--- config.mk ---
export PLATFORM = sky130hd
export DESIGN_NAME = tone_host_port
export DESIGN_NICKNAME = d
export VERILOG_FILES = /design/src/hdl/tone_port_pkg.sv /design/src/hdl/tone_host_port.sv
export SDC_FILE = /design/constraint.sdc
export NUM_CORES = 1
export LEC_CHECK = 0
export BUFFER_PORTS_ARGS = -buffer_cell sky130_fd_sc_hd__buf_2
export CORE_ASPECT_RATIO = 1.5
export CORE_UTILIZATION = 55
export DETAILED_ROUTE_END_ITERATION = 10
export MAX_ROUTING_LAYER = met4
export PLACE_DENSITY = 0.72
export SYNTH_ARGS = -nofsm -noshare
export SYNTH_HDL_FRONTEND = slang
export SYNTH_SLANG_ARGS = --single-unit
--- constraint.sdc ---
create_clock -name ref_clk_in -period 6.8 [get_ports ref_clk_in]
set_clock_uncertainty 0.2 [all_clocks]
set_input_delay 1.02 -clock ref_clk_in [delete_from_list [all_inputs] [get_ports ref_clk_in]]
set_output_delay 1.02 -clock ref_clk_in [all_outputs]
set_load 0.005 [all_outputs]
--- src/hdl/tone_port_pkg.sv ---
// constants and carriers for the tone transceiver host port
// assumes a 40 MHz clock and a 4-bit host data bus
package tone_port_pkg;
   localparam int          DATA_W      = 4;     // host bus width
   localparam logic        SEL_DIGIT   = 1'b0;  // digit registers
   localparam logic        SEL_CTRL    = 1'b1;  // control / status
   localparam logic [3:0]  CTRL_RST    = 4'h0;  // both control regs
   localparam logic [3:0]  DIGIT_RST   = 4'h0;  // digit registers
   // first control register fields
   localparam int          TONE_OUTPUT_ENABLE_BIT    = 0;
   localparam int          CP_BIT      = 1;
   localparam int          IRQ_BIT     = 2;
   localparam int          BANK_BIT    = 3;
   // second control register fields
   localparam int          BURST_BIT   = 0;     // low enables burst
   localparam int          TEST_BIT    = 1;
   localparam int          SINGLE_BIT  = 2;
   localparam int          COLUMN_BIT  = 3;
   // status fields
   localparam int          ST_IRQ      = 0;
   localparam int          ST_TXE      = 1;
   localparam int          ST_RXF      = 2;
   localparam int          ST_DSTEER   = 3;
   // burst and pause timing
   localparam int          CLK_NS      = 25;       // clock period
   localparam int          BURST_NS    = 51000000; // 51 ms
   localparam int          BURST_CYC   = BURST_NS / CLK_NS;
   localparam int          CNT_W       = 24;
   // first control register as a carrier
   typedef struct packed {
      logic bank_select_bit;
      logic irq_enable;
      logic call_progress_select;
      logic tone_output_enable;
   } first_ctrl_t;
   // second control register as a carrier
   typedef struct packed {
      logic column_sel;
      logic single_tone;
      logic test_mode;
      logic burst_off;
   } second_ctrl_t;
   // burst sequencer states, one-hot
   typedef enum logic [2:0] {
      B_IDLE  = 3'b001,
      B_TONE  = 3'b010,
      B_PAUSE = 3'b100
   } burst_state_t;
endpackage
--- src/hdl/tone_host_port.sv ---
// register port, control and interrupt pin of the tone transceiver
// assumes host strobes and receiver inputs synchronous to ref_clk_in
`timescale 1ns/1ps
module tone_host_port
   import tone_port_pkg::*;
#(
   parameter int BURST_CYCLES = BURST_CYC  // burst and pause length
)(
   input  wire logic              ref_clk_in,
   input  wire logic              rst_in,
   input  wire logic              clk_en_in,
   input  wire logic              register_select_line_in,
   input  wire logic              wr_n_in,
   input  wire logic              rd_n_in,
   input  wire logic [DATA_W-1:0] data_in,
   input  wire logic              rx_valid_in,
   input  wire logic [DATA_W-1:0] rx_code_in,
   input  wire logic              dsteer_in,
   input  wire logic              cp_square_in,
   output logic      [DATA_W-1:0] data_out,
   output logic                   data_oe_out,
   output logic                   interrupt_tone_pin_out,
   output logic                   interrupt_tone_pin_oe_out,
   output logic      [DATA_W-1:0] tone_code_out,
   output logic                   tone_on_out,
   output logic                   single_tone_out,
   output logic                   column_sel_out
);
   // refuse counts that the counter cannot hold
   if (BURST_CYCLES < 1 || 2 * BURST_CYCLES >= 2 ** CNT_W) begin : g_chk
      $error("BURST_CYCLES out of range");
   end

   localparam logic [CNT_W-1:0] ONE_CYC = CNT_W'(1);

   ////////////////////////////////////////////////////////////////////
   // host register group
   logic              wr_n_ff, nxt_wr_n;       // strobe history
   logic              rd_n_ff, nxt_rd_n;
   first_ctrl_t       ctrl1_ff, nxt_ctrl1;     // first control
   second_ctrl_t      ctrl2_ff, nxt_ctrl2;     // second control
   logic              bank_ff, nxt_bank;       // next write to second
   logic [DATA_W-1:0] txd_ff, nxt_txd;         // transmit digit
   logic [DATA_W-1:0] rxd_ff, nxt_rxd;         // received digit
   logic              txe_ff, nxt_txe;         // transmitter ready
   logic              rxf_ff, nxt_rxf;         // digit waiting
   logic              dst_ff, nxt_dst;         // delayed steering
   logic [DATA_W-1:0] dout_ff, nxt_dout;       // read data
   logic              doe_ff, nxt_doe;
   logic              wr_take, rd_take;        // strobe leading edges
   logic              tx_write, st_read;
   logic              pause_done;              // from the sequencer
   burst_state_t      bst_ff, nxt_bst;
   logic [CNT_W-1:0]  cnt_ff, nxt_cnt;
   logic [DATA_W-1:0] status;

   // an access is taken once, on the strobe's falling edge
   assign wr_take  = clk_en_in & wr_n_ff & ~wr_n_in;
   assign rd_take  = clk_en_in & rd_n_ff & ~rd_n_in;
   assign tx_write = wr_take & (register_select_line_in == SEL_DIGIT);
   assign st_read  = rd_take & (register_select_line_in == SEL_CTRL);

   // status word, bit 0 is the or of both events
   always_comb begin
      status            = '0;
      status[ST_TXE]    = txe_ff;
      status[ST_RXF]    = rxf_ff;
      status[ST_IRQ]    = txe_ff | rxf_ff;
      status[ST_DSTEER] = dst_ff;
   end

   // decode of writes, reads and event flags
   always_comb begin
      nxt_wr_n  = wr_n_ff;
      nxt_rd_n  = rd_n_ff;
      nxt_ctrl1 = ctrl1_ff;
      nxt_ctrl2 = ctrl2_ff;
      nxt_bank  = bank_ff;
      nxt_txd   = txd_ff;
      nxt_rxd   = rxd_ff;
      nxt_txe   = txe_ff;
      nxt_rxf   = rxf_ff;
      nxt_dst   = dst_ff;
      nxt_dout  = dout_ff;
      nxt_doe   = doe_ff;
      if (clk_en_in) begin
         nxt_wr_n = wr_n_in;
         nxt_rd_n = rd_n_in;
         nxt_doe  = ~rd_n_in;          // drive only while reading
         nxt_dst  = dsteer_in;
         if (wr_take) begin
            if (register_select_line_in == SEL_DIGIT) begin
               // writes while a burst runs are dropped
               if (bst_ff == B_IDLE)
                  nxt_txd = data_in;
            end else if (bank_ff) begin
               nxt_ctrl2 = second_ctrl_t'(data_in);
               nxt_bank  = 1'b0;
            end else begin
               nxt_ctrl1 = first_ctrl_t'(data_in);
               nxt_bank  = data_in[BANK_BIT];
            end
         end
         if (rd_take) begin
            // the reply carries the state before any clear
            if (register_select_line_in == SEL_DIGIT)
               nxt_dout = rxd_ff;
            else
               nxt_dout = status;
         end
         // a status read clears, a same-cycle event wins
         if (st_read) begin
            nxt_txe = 1'b0;
            nxt_rxf = 1'b0;
         end
         if (ctrl2_ff.burst_off)
            nxt_txe = 1'b0;
         else if (pause_done)
            nxt_txe = 1'b1;
         // digits are not detected in call-progress mode
         if (rx_valid_in && !ctrl1_ff.call_progress_select) begin
            nxt_rxd = rx_code_in;
            nxt_rxf = 1'b1;
         end
      end
   end

   // register group flops
   always_ff @(posedge ref_clk_in) begin
      if (rst_in) begin
         wr_n_ff  <= 1'b1;
         rd_n_ff  <= 1'b1;
         ctrl1_ff <= first_ctrl_t'(CTRL_RST);
         ctrl2_ff <= second_ctrl_t'(CTRL_RST);
         bank_ff  <= 1'b0;
         txd_ff   <= DIGIT_RST;
         rxd_ff   <= DIGIT_RST;
         txe_ff   <= 1'b0;
         rxf_ff   <= 1'b0;
         dst_ff   <= 1'b0;
         dout_ff  <= '0;
         doe_ff   <= 1'b0;
      end else begin
         wr_n_ff  <= nxt_wr_n;
         rd_n_ff  <= nxt_rd_n;
         ctrl1_ff <= nxt_ctrl1;
         ctrl2_ff <= nxt_ctrl2;
         bank_ff  <= nxt_bank;
         txd_ff   <= nxt_txd;
         rxd_ff   <= nxt_rxd;
         txe_ff   <= nxt_txe;
         rxf_ff   <= nxt_rxf;
         dst_ff   <= nxt_dst;
         dout_ff  <= nxt_dout;
         doe_ff   <= nxt_doe;
      end
   end

   ////////////////////////////////////////////////////////////////////
   // burst sequencer: tone, equal pause, then transmitter ready
   logic [CNT_W-1:0] burst_len;

   // call-progress mode doubles both halves
   assign burst_len = ctrl1_ff.call_progress_select
                    ? CNT_W'(2 * BURST_CYCLES)
                    : CNT_W'(BURST_CYCLES);
   assign pause_done = clk_en_in & (bst_ff == B_PAUSE)
                     & (cnt_ff == ONE_CYC);

   // next state of the sequencer
   always_comb begin
      nxt_bst = bst_ff;
      nxt_cnt = cnt_ff;
      if (clk_en_in) begin
         unique case (bst_ff)
            B_IDLE: begin
               if (tx_write && !ctrl2_ff.burst_off) begin
                  nxt_bst = B_TONE;
                  nxt_cnt = burst_len;
               end
            end
            B_TONE: begin
               if (cnt_ff == ONE_CYC) begin
                  nxt_bst = B_PAUSE;
                  nxt_cnt = burst_len;
               end else
                  nxt_cnt = cnt_ff - ONE_CYC;
            end
            B_PAUSE: begin
               if (cnt_ff == ONE_CYC)
                  nxt_bst = B_IDLE;
               else
                  nxt_cnt = cnt_ff - ONE_CYC;
            end
            default: begin
               nxt_bst = B_IDLE;
               nxt_cnt = '0;
            end
         endcase
         // leaving burst mode abandons a burst in flight
         if (ctrl2_ff.burst_off)
            nxt_bst = B_IDLE;
      end
   end

   // sequencer flops
   always_ff @(posedge ref_clk_in) begin
      if (rst_in) begin
         bst_ff <= B_IDLE;
         cnt_ff <= '0;
      end else begin
         bst_ff <= nxt_bst;
         cnt_ff <= nxt_cnt;
      end
   end

   ////////////////////////////////////////////////////////////////////
   // output group: tone generator control and shared pin
   logic              pin_low_ff, nxt_pin_low;
   logic [DATA_W-1:0] code_ff, nxt_code;
   logic              ton_ff, nxt_ton;
   logic              sgl_ff, nxt_sgl;
   logic              col_ff, nxt_col;

   // pin and tone control, registered for clean outputs
   always_comb begin
      nxt_pin_low = pin_low_ff;
      nxt_code    = code_ff;
      nxt_ton     = ton_ff;
      nxt_sgl     = sgl_ff;
      nxt_col     = col_ff;
      if (clk_en_in) begin
         nxt_code = txd_ff;
         // tone bit gates only tone_on_out; code, single tone and column pass ungated
         nxt_ton  = ctrl1_ff.tone_output_enable
                  & (ctrl2_ff.burst_off
                     | (bst_ff == B_TONE));
         // frequencies themselves come from the synthesiser
         nxt_sgl  = ctrl2_ff.single_tone;
         nxt_col  = ctrl2_ff.column_sel;
         if (!ctrl1_ff.irq_enable)
            nxt_pin_low = 1'b0;
         else if (ctrl1_ff.call_progress_select)
            nxt_pin_low = ~cp_square_in;
         else if (ctrl2_ff.test_mode)
            nxt_pin_low = ~dst_ff;
         else
            nxt_pin_low = status[ST_IRQ];
      end
   end

   // output flops
   always_ff @(posedge ref_clk_in) begin
      if (rst_in) begin
         pin_low_ff <= 1'b0;
         code_ff    <= DIGIT_RST;
         ton_ff     <= 1'b0;
         sgl_ff     <= 1'b0;
         col_ff     <= 1'b0;
      end else begin
         pin_low_ff <= nxt_pin_low;
         code_ff    <= nxt_code;
         ton_ff     <= nxt_ton;
         sgl_ff     <= nxt_sgl;
         col_ff     <= nxt_col;
      end
   end

   // open drain: level held low, only the enable moves
   assign interrupt_tone_pin_out    = 1'b0;
   assign interrupt_tone_pin_oe_out = pin_low_ff;
   assign data_out                  = dout_ff;
   assign data_oe_out               = doe_ff;
   assign tone_code_out             = code_ff;
   assign tone_on_out               = ton_ff;
   assign single_tone_out           = sgl_ff;
   assign column_sel_out            = col_ff;
endmodule

==> reports/metrics.yaml, run 1 <==
hp-class: "flop to flop"
synthFlopType: "dfxtp_1"
crit_path_max_incr_delay_ns: 0.47
wl_um: 7480
p_sw_share_pct: 30.2
maxCapViolCount: 0
dp_hpwl_um: 5370
reg2reg_depth: 6
power.density_nw_per_um2: 268
endpoint_kind: "flop"
grt_use_total_pct: 26.7
synth_area_leaders: "dfxtp_1 (39%), nor2_1 (7.3%), mux2i_1 (6.3%)"
clkPwrFrac_pct: 38.0
design_area_um2: 3510
grt_pass1_vias: 2562
p_leak_uw: 0.00136
switchingPower_uw: 284
clk_pin_slew_ns: 0.07
cpMostUsedCell: "nor2_1"
start_util_pct: 57.4
period_share_pct: 43.8
post_cts_buffers: 0
syn_area_per_cell_um2: 8.41
synth_common_cells: "dfxtp_1 (61), nor2_1 (61), nand2_1 (25)"
dpl_worst_slack_ns: 3.49
setup_tns_ns: 0
num_vias: 2768
syn_area_um2: 3150
crit_slowest_cell: "nor2_1"
gp_congestion: 0.963
setup.worst_path.start_class: "primary input"
synth_cell_types: 58
rsz0062_at_grt: "no"
max_slew_margin_pct: 38.9
synthArstFlopShare_pct: 0
combPwrFrac_pct: 20.0
dpl_cell_area_um2: 3290
antenna_left: 0
fill_cells: 494
globalRouteOverflowTotal: 0
fp.dieW_um: 63.8
period_needed_ns: 2.98
drive_gt1_share_pct: 14.8
status: "complete, no violations"
r2r_end: "cnt_ff[21]$_SDFFE_PP0P_"
yosysWarnings: 0
fmax_mhz: 336
reg2reg_slack_ns: 4.01
die_y_um: 94.8
dr.pass1.iters: 4
yosysTopAreaCellShare_pct: 38.7
sequentialPowerShare_pct: 42.0
arrival_ns: 3.01
ys_ff_latch: 61
slew_violations: 0
postCtsResizedCells: 0
synthToLayoutAreaGrowth_pct: 11.1
numPortBuffers: 29
fin_util_pct: 63.8
layout_setup_ws_ns: 3.82
synth_top_cell_by_area: "dfxtp_1"
grt_max_degree: 52
drt_iter0_markers: 173
yosysSeqAreaShare_pct: 38.7
nets: 412
hold_viol: 0
syn_nets: 394
cp_max_fo: 23
ctsHoldBuffers: 0
worstHoldEndpoint: "ctrl2_ff[3]$_SDFFE_PP0P_"
num_rows: 33
cts_max_path_buffers: 2
wl_per_cell_um: 16.0
grt_pass1_wl_um: 12000
hp-start: "ctrl2_ff[3]$_SDFFE_PP0P_"
dieArea_um2: 6050
path_cells: "buf_2 > nand2_1 > nor4_1 > o21ai_1 > buf_4 > nor2_1 > nor2_1 > a211o_1"
antenna_found_initial: 0
ir_drop_uv: 160
ios: 31
required_ns: 6.84
worst_pin_slew_ns: 0.916
whs_path_depth: 2
reg2reg_from: "cnt_ff[4]$_SDFFE_PP0P_"
worstSetupPathType: "primary input to flop"
syn_inst: 375
setup_viol: 0
clock-sinks: 61
core_um2: 5490
diodes: 0
drc: 0
drt-vias-per-instance: 5.91
cts_made_buffers: 9
cts_tree: "yes"
clk_latency_ns: 0.34
htree_levels: 3
clockRootBuffer: "clkbuf_8"
intPower_uw: 656
synth_edf_count: 0
-- state kept, by name, summed over array words and instances, names as in the netlist --
| register | flops |
|---|---|
| bank_ff | 1 |
| bst_ff | 3 |
| cnt_ff | 24 |
| column_sel_out | 1 |
| ctrl1_ff | 3 |
| ctrl2_ff | 4 |
| data_oe_out | 1 |
| data_out | 4 |
| dst_ff | 1 |
| interrupt_tone_pin_oe_out | 1 |
| rd_n_ff | 1 |
| rxd_ff | 4 |
| rxf_ff | 1 |
| single_tone_out | 1 |
| tone_code_out | 4 |
| tone_on_out | 1 |
| txd_ff | 4 |
| txe_ff | 1 |
| wr_n_ff | 1 |
-- power groups by stage --
stage | Clock [uW] | Combinational, uW | Sequential [uW]
floorplan | 0 | 147 | 395
global placement | 0 | 181 | 401
detailed placement | 0 | 184 | 402
CTS | 357 | 185 | 394
global route | 375 | 208 | 397
finish | 357 | 188 | 394
-- critical path, delay by kind of cell --
kind | cells | cell delay (ns)
AO/OA/AOI/OAI | 2 | 0.41
AND/OR/NAND/NOR | 4 | 0.93
buffers and inverters | 2 | 0.63
-- worst max path at each step --
stage / slack, ns / to / startpoint
after floorplan: 4.03 / cnt_ff[21]$_SDFFE_PP0P_ / register_select_line_in
after global placement: 3.54 / cnt_ff[21]$_SDFFE_PP0P_ / clk_en_in
after detailed placement: 3.49 / cnt_ff[21]$_SDFFE_PP0P_ / clk_en_in
after CTS: 3.85 / cnt_ff[21]$_SDFFE_PP0P_ / clk_en_in
after global routing: 3.71 / cnt_ff[21]$_SDFFE_PP0P_ / clk_en_in
final: 3.82 / cnt_ff[21]$_SDFFE_PP0P_ / clk_en_in
-- cell usage in the layout, fill, tap and decap left out, types with 4 or more instances in the layout --
cell type   n
inv_1       6
nor2_1     61
buf_2      29
nand2b_1    4
o21ai_0    12
or4_1       4
mux2i_1    20
nor3b_1     5
nor3_1     13
xnor2_1    16
nor4_1     12
or3_1       4
clkbuf_8    9
a21oi_1    24
nand3_1    12
a211oi_1    6
nor2b_1     5
a311oi_1    4
nand2_1    25
dfxtp_1    61
-- layout make-up --
class                      count  area (um2)  area share, %
multi-input combinational    284        1800           51.3
sequential                    61        1220           34.8
timing repair buffer          31         160           4.57
clock buffer                  11         131           3.75
tap                           70        87.6           2.50
clock inverter                 5        83.8           2.39
inverter                       6        22.5          0.642
-- logic make-up (layout without fill, tap and decap cells) --
kind of cell / after synthesis / in the layout / share of synthesized area [%]
simple gates: 168 / 168 / 29.1
compound gates: 73 / 73 / 15.1
flops: 61 / 61 / 38.7
buf+inv: 30 / 53 / 4.24
mux: 21 / 21 / 6.70
xor+xnor: 19 / 19 / 5.28
fa+ha+maj: 2 / 2 / 0.793
other cells: 1 / 1 / 0.119
-- layer usage --
metal / vias to the layer above / part of all wire [%] / GRT usage [%]
met4: 0 / 4.2 / 17.6
met5: - / 0 / -
met3: 27 / 3.9 / 5.92
met1: 1289 / 42 / 28.2
met2: 80 / 50 / 44.5
li1: 1372 / - / -
-- through the flow --
step,instances,power [uW],hold WS [ns]
final,468,939,0.262
after global routing,468,980,0.292
after CTS,468,936,0.263
after detailed placement,452,586,0.252
after global placement,452,582,0.244
after floorplan,375,542,0.236
(Power assumes the default switching activity.)
==> inputs of run 2 (changes only) <==
- CORE_UTILIZATION: 55 -> 53
- PLACE_DENSITY: 0.72 -> 0.73
- clock period: 6.8 -> 2.5 ns (I/O delays scaled with it)
==> run 2 against run 1 <==
  * Register-to-register slack got worse by 3.9 ns
  * Via count increased by 5.0%
  * First-iteration DRC count increased by 42%
  * Die area increased by 3.7%
  * Design area increased by 5.2%
  * Worst hold slack got worse by 0.21 ns
  * Combinational power increased to 3.1 times the previous value
  * Total power increased to 2.7 times the previous value
  * Sequential cell count unchanged
  * Global-route usage increased by 2.3 points
  * Sequential power increased to 2.7 times the previous value
  * Core utilization decreased by 0.11 points
==> reports/metrics.yaml, run 2 (synthesized netlist as in run 1, its figures left out) <==
fin_cells: 491  # was 468
worst_pin_slew_ns: 0.681  # was 0.916 ns
setup_tns_ns: 0  # unchanged
dieArea_um2: 6270  # was 6050 um2
gp_congestion: 0.965  # was 0.963
critPathLaunch: "cnt_ff[7]$_SDFFE_PP0P_"  # was clk_en_in
cts_max_path_buffers: 2  # unchanged
num_rows: 34  # was 33
cp_max_fo: 8  # was 23
drc: 0  # unchanged
period_needed_ns: 2.39
reg2reg_slack_ns: 0.11  # was 4.01 ns
worstSetupPathType: "flop to flop"  # was primary input to flop
numPortBuffers: 29  # unchanged
diodes: 0  # unchanged
wl_met1_um: 3240  # was 3110 um
crit_slowest_cell: "nor4_4"  # was nor2_1
grt_pass1_wl_um: 13000  # was 12000 um
rsz0062_at_grt: "no"  # unchanged
dp.cells: 475  # was 452
slew_violations: 0  # unchanged
arrival_ns: 2.43  # was 3.01 ns
clk_latency_ns: 0.35  # was 0.34 ns
globalRouteOverflowTotal: 0  # unchanged
clock-sinks: 61  # unchanged
fmax_mhz: 418
power.density_nw_per_um2: 699  # was 268 nW/um2
crit_path_max_incr_delay_ns: 0.47  # about the same
start_util_pct: 54.5  # was 57.4%
ir_drop_uv: 638  # was 160 uV
wl_per_cell_um: 16.4  # was 16.0 um
cts_made_buffers: 9  # unchanged
cts_tree: "yes"  # unchanged
maxCapViolCount: 0  # unchanged
grt_use_total_pct: 29.0  # was 26.7%
cpMostUsedCell: "a2111oi_1"  # was nor2_1
clk_pin_slew_ns: 0.08  # was 0.07 ns
reg2reg_from: "cnt_ff[7]$_SDFFE_PP0P_"  # was cnt_ff[4]$_SDFFE_PP0P_
reg2reg_depth: 6  # unchanged
p_leak_uw: 0.00146  # was 0.00136 uW
top_layer_used: "met4"  # unchanged
drt_iter0_markers: 245  # was 173
largest-register: "cnt_ff"  # unchanged
htree_levels: 3  # unchanged
grt_pass1_vias: 2731  # was 2562
cp_top_family: "simple AND/OR/NAND/NOR gates"  # unchanged
whs_path_depth: 3  # was 2
wl_um: 8060  # was 7480 um
hp-start: "dsteer_in"  # was ctrl2_ff[3]$_SDFFE_PP0P_
wl_met2_um: 4190  # was 3770 um
dr_wl_met3_um: 318  # was 292 um
core_um2: 5790  # was 5490 um2
antenna_left: 0  # unchanged
path_buf_inv: 0  # was 2
period_share_pct: 95.6
die_y_um: 96.5  # was 94.8 um
path_cells: "nor4_4 > nand4_4 > or2_4 > nor3_4 > a2111oi_1 > a2111oi_1"  # was buf_2 > nand2_1 > nor4_1 > o21ai_1 > buf_4 > nor2_1 > nor2_1 > a211o_1
dp_hpwl_um: 5780  # was 5370 um
mostFrequentLayoutCells: "nor2_1 (61), dfxtp_1 (61), buf_2 (29), nand2_1 (25), a21oi_1 (24)"  # unchanged
worstHoldEndpoint: "dst_ff$_SDFFE_PP0P_"  # was ctrl2_ff[3]$_SDFFE_PP0P_
status: "complete, no violations"  # unchanged
fp.dieW_um: 65.0  # was 63.8 um
grt_max_degree: 36  # was 52
endpoint_kind: "flop"  # unchanged
setup_viol: 0  # unchanged
r2r_end: "cnt_ff[14]$_SDFFE_PP0P_"  # was cnt_ff[21]$_SDFFE_PP0P_
antenna_found_initial: 0  # unchanged
drive_gt1_share_pct: 20.3  # was 14.8%
dr.pass1.iters: 5  # was 4
num_vias: 2907  # was 2768
max_slew_margin_pct: 54.3  # was 38.9%
drt-vias-per-instance: 5.92  # was 5.91
hp-class: "primary input to flop"  # was flop to flop
nets: 433  # was 412
required_ns: 2.54  # was 6.84 ns
clockRootBuffer: "clkbuf_8"  # unchanged
largest_reg_flops: 24  # unchanged
setup.worst_path.start_class: "flop"  # was primary input
post_cts_buffers: 0  # unchanged
synthToLayoutAreaGrowth_pct: 16.9  # was 11.1%
ios: 31  # unchanged
hold_viol: 0  # unchanged
## run 2: per-stage QoR
stage | total power, uW | cell area, um2 | hold WS [ns] | util, % | worst slack (ns)
floorplan | 1470 | 3150 | 0.236 | - | 0.311
global placement | 1640 | 3460 | 0.245 | 59.9 | 0.153
detailed placement | 1640 | 3460 | 0.250 | 59.9 | 0.152
CTS | 2560 | 3670 | 0.0554 | 63.5 | 0.0796
global route | 2680 | 3690 | 0.0535 | 63.7 | 0.0131
finish | 2580 | 3690 | 0.0546 | 63.7 | 0.110
## run 2: power by group
group          internal [uW]  switching [uW]  total [uW]
logic                    242             332         574
registers               1020            54.5        1070
clock network            494             439         933
## run 2: final cells by class
class / instances / area, um2
fill: 539 / 2100
multi-input combinational: 284 / 1820
sequential: 61 / 1220
timing repair buffer: 52 / 330
clock buffer: 10 / 138
tap: 72 / 90.1
clock inverter: 6 / 70.1
inverter: 6 / 22.5
## run 2: worst max-delay path by stage
stage                         endpoint  slack [ns]  depth (start not counted)
6_report       cnt_ff[14]$_SDFFE_PP0P_        0.11                          6
3_5_place_dp   cnt_ff[14]$_SDFFE_PP0P_        0.15                          6
3_3_place_gp   cnt_ff[16]$_SDFFE_PP0P_        0.15                          8
5_1_grt        cnt_ff[18]$_SDFFE_PP0P_        0.01                          7
2_1_floorplan  cnt_ff[21]$_SDFFE_PP0P_        0.31                          8
4_1_cts        cnt_ff[14]$_SDFFE_PP0P_        0.08                          6
## run 2: worst min-delay path, stage by stage
cell and delay [ns]:
buf_2 0.07, mux2i_1 0.06, nor2_1 0.07
## run 2: layer usage
metal	vias up	track usage [%]
li1	1419	-
met1	1370	30.7
met2	94	49.1
met3	24	5.63
met4	0	18.5
met5	-	-
## run 2: timing repair
action	CTS	global route
gates resized for setup	0	4
endpoints found under the setup margin	0	2
hold buffers	0	0
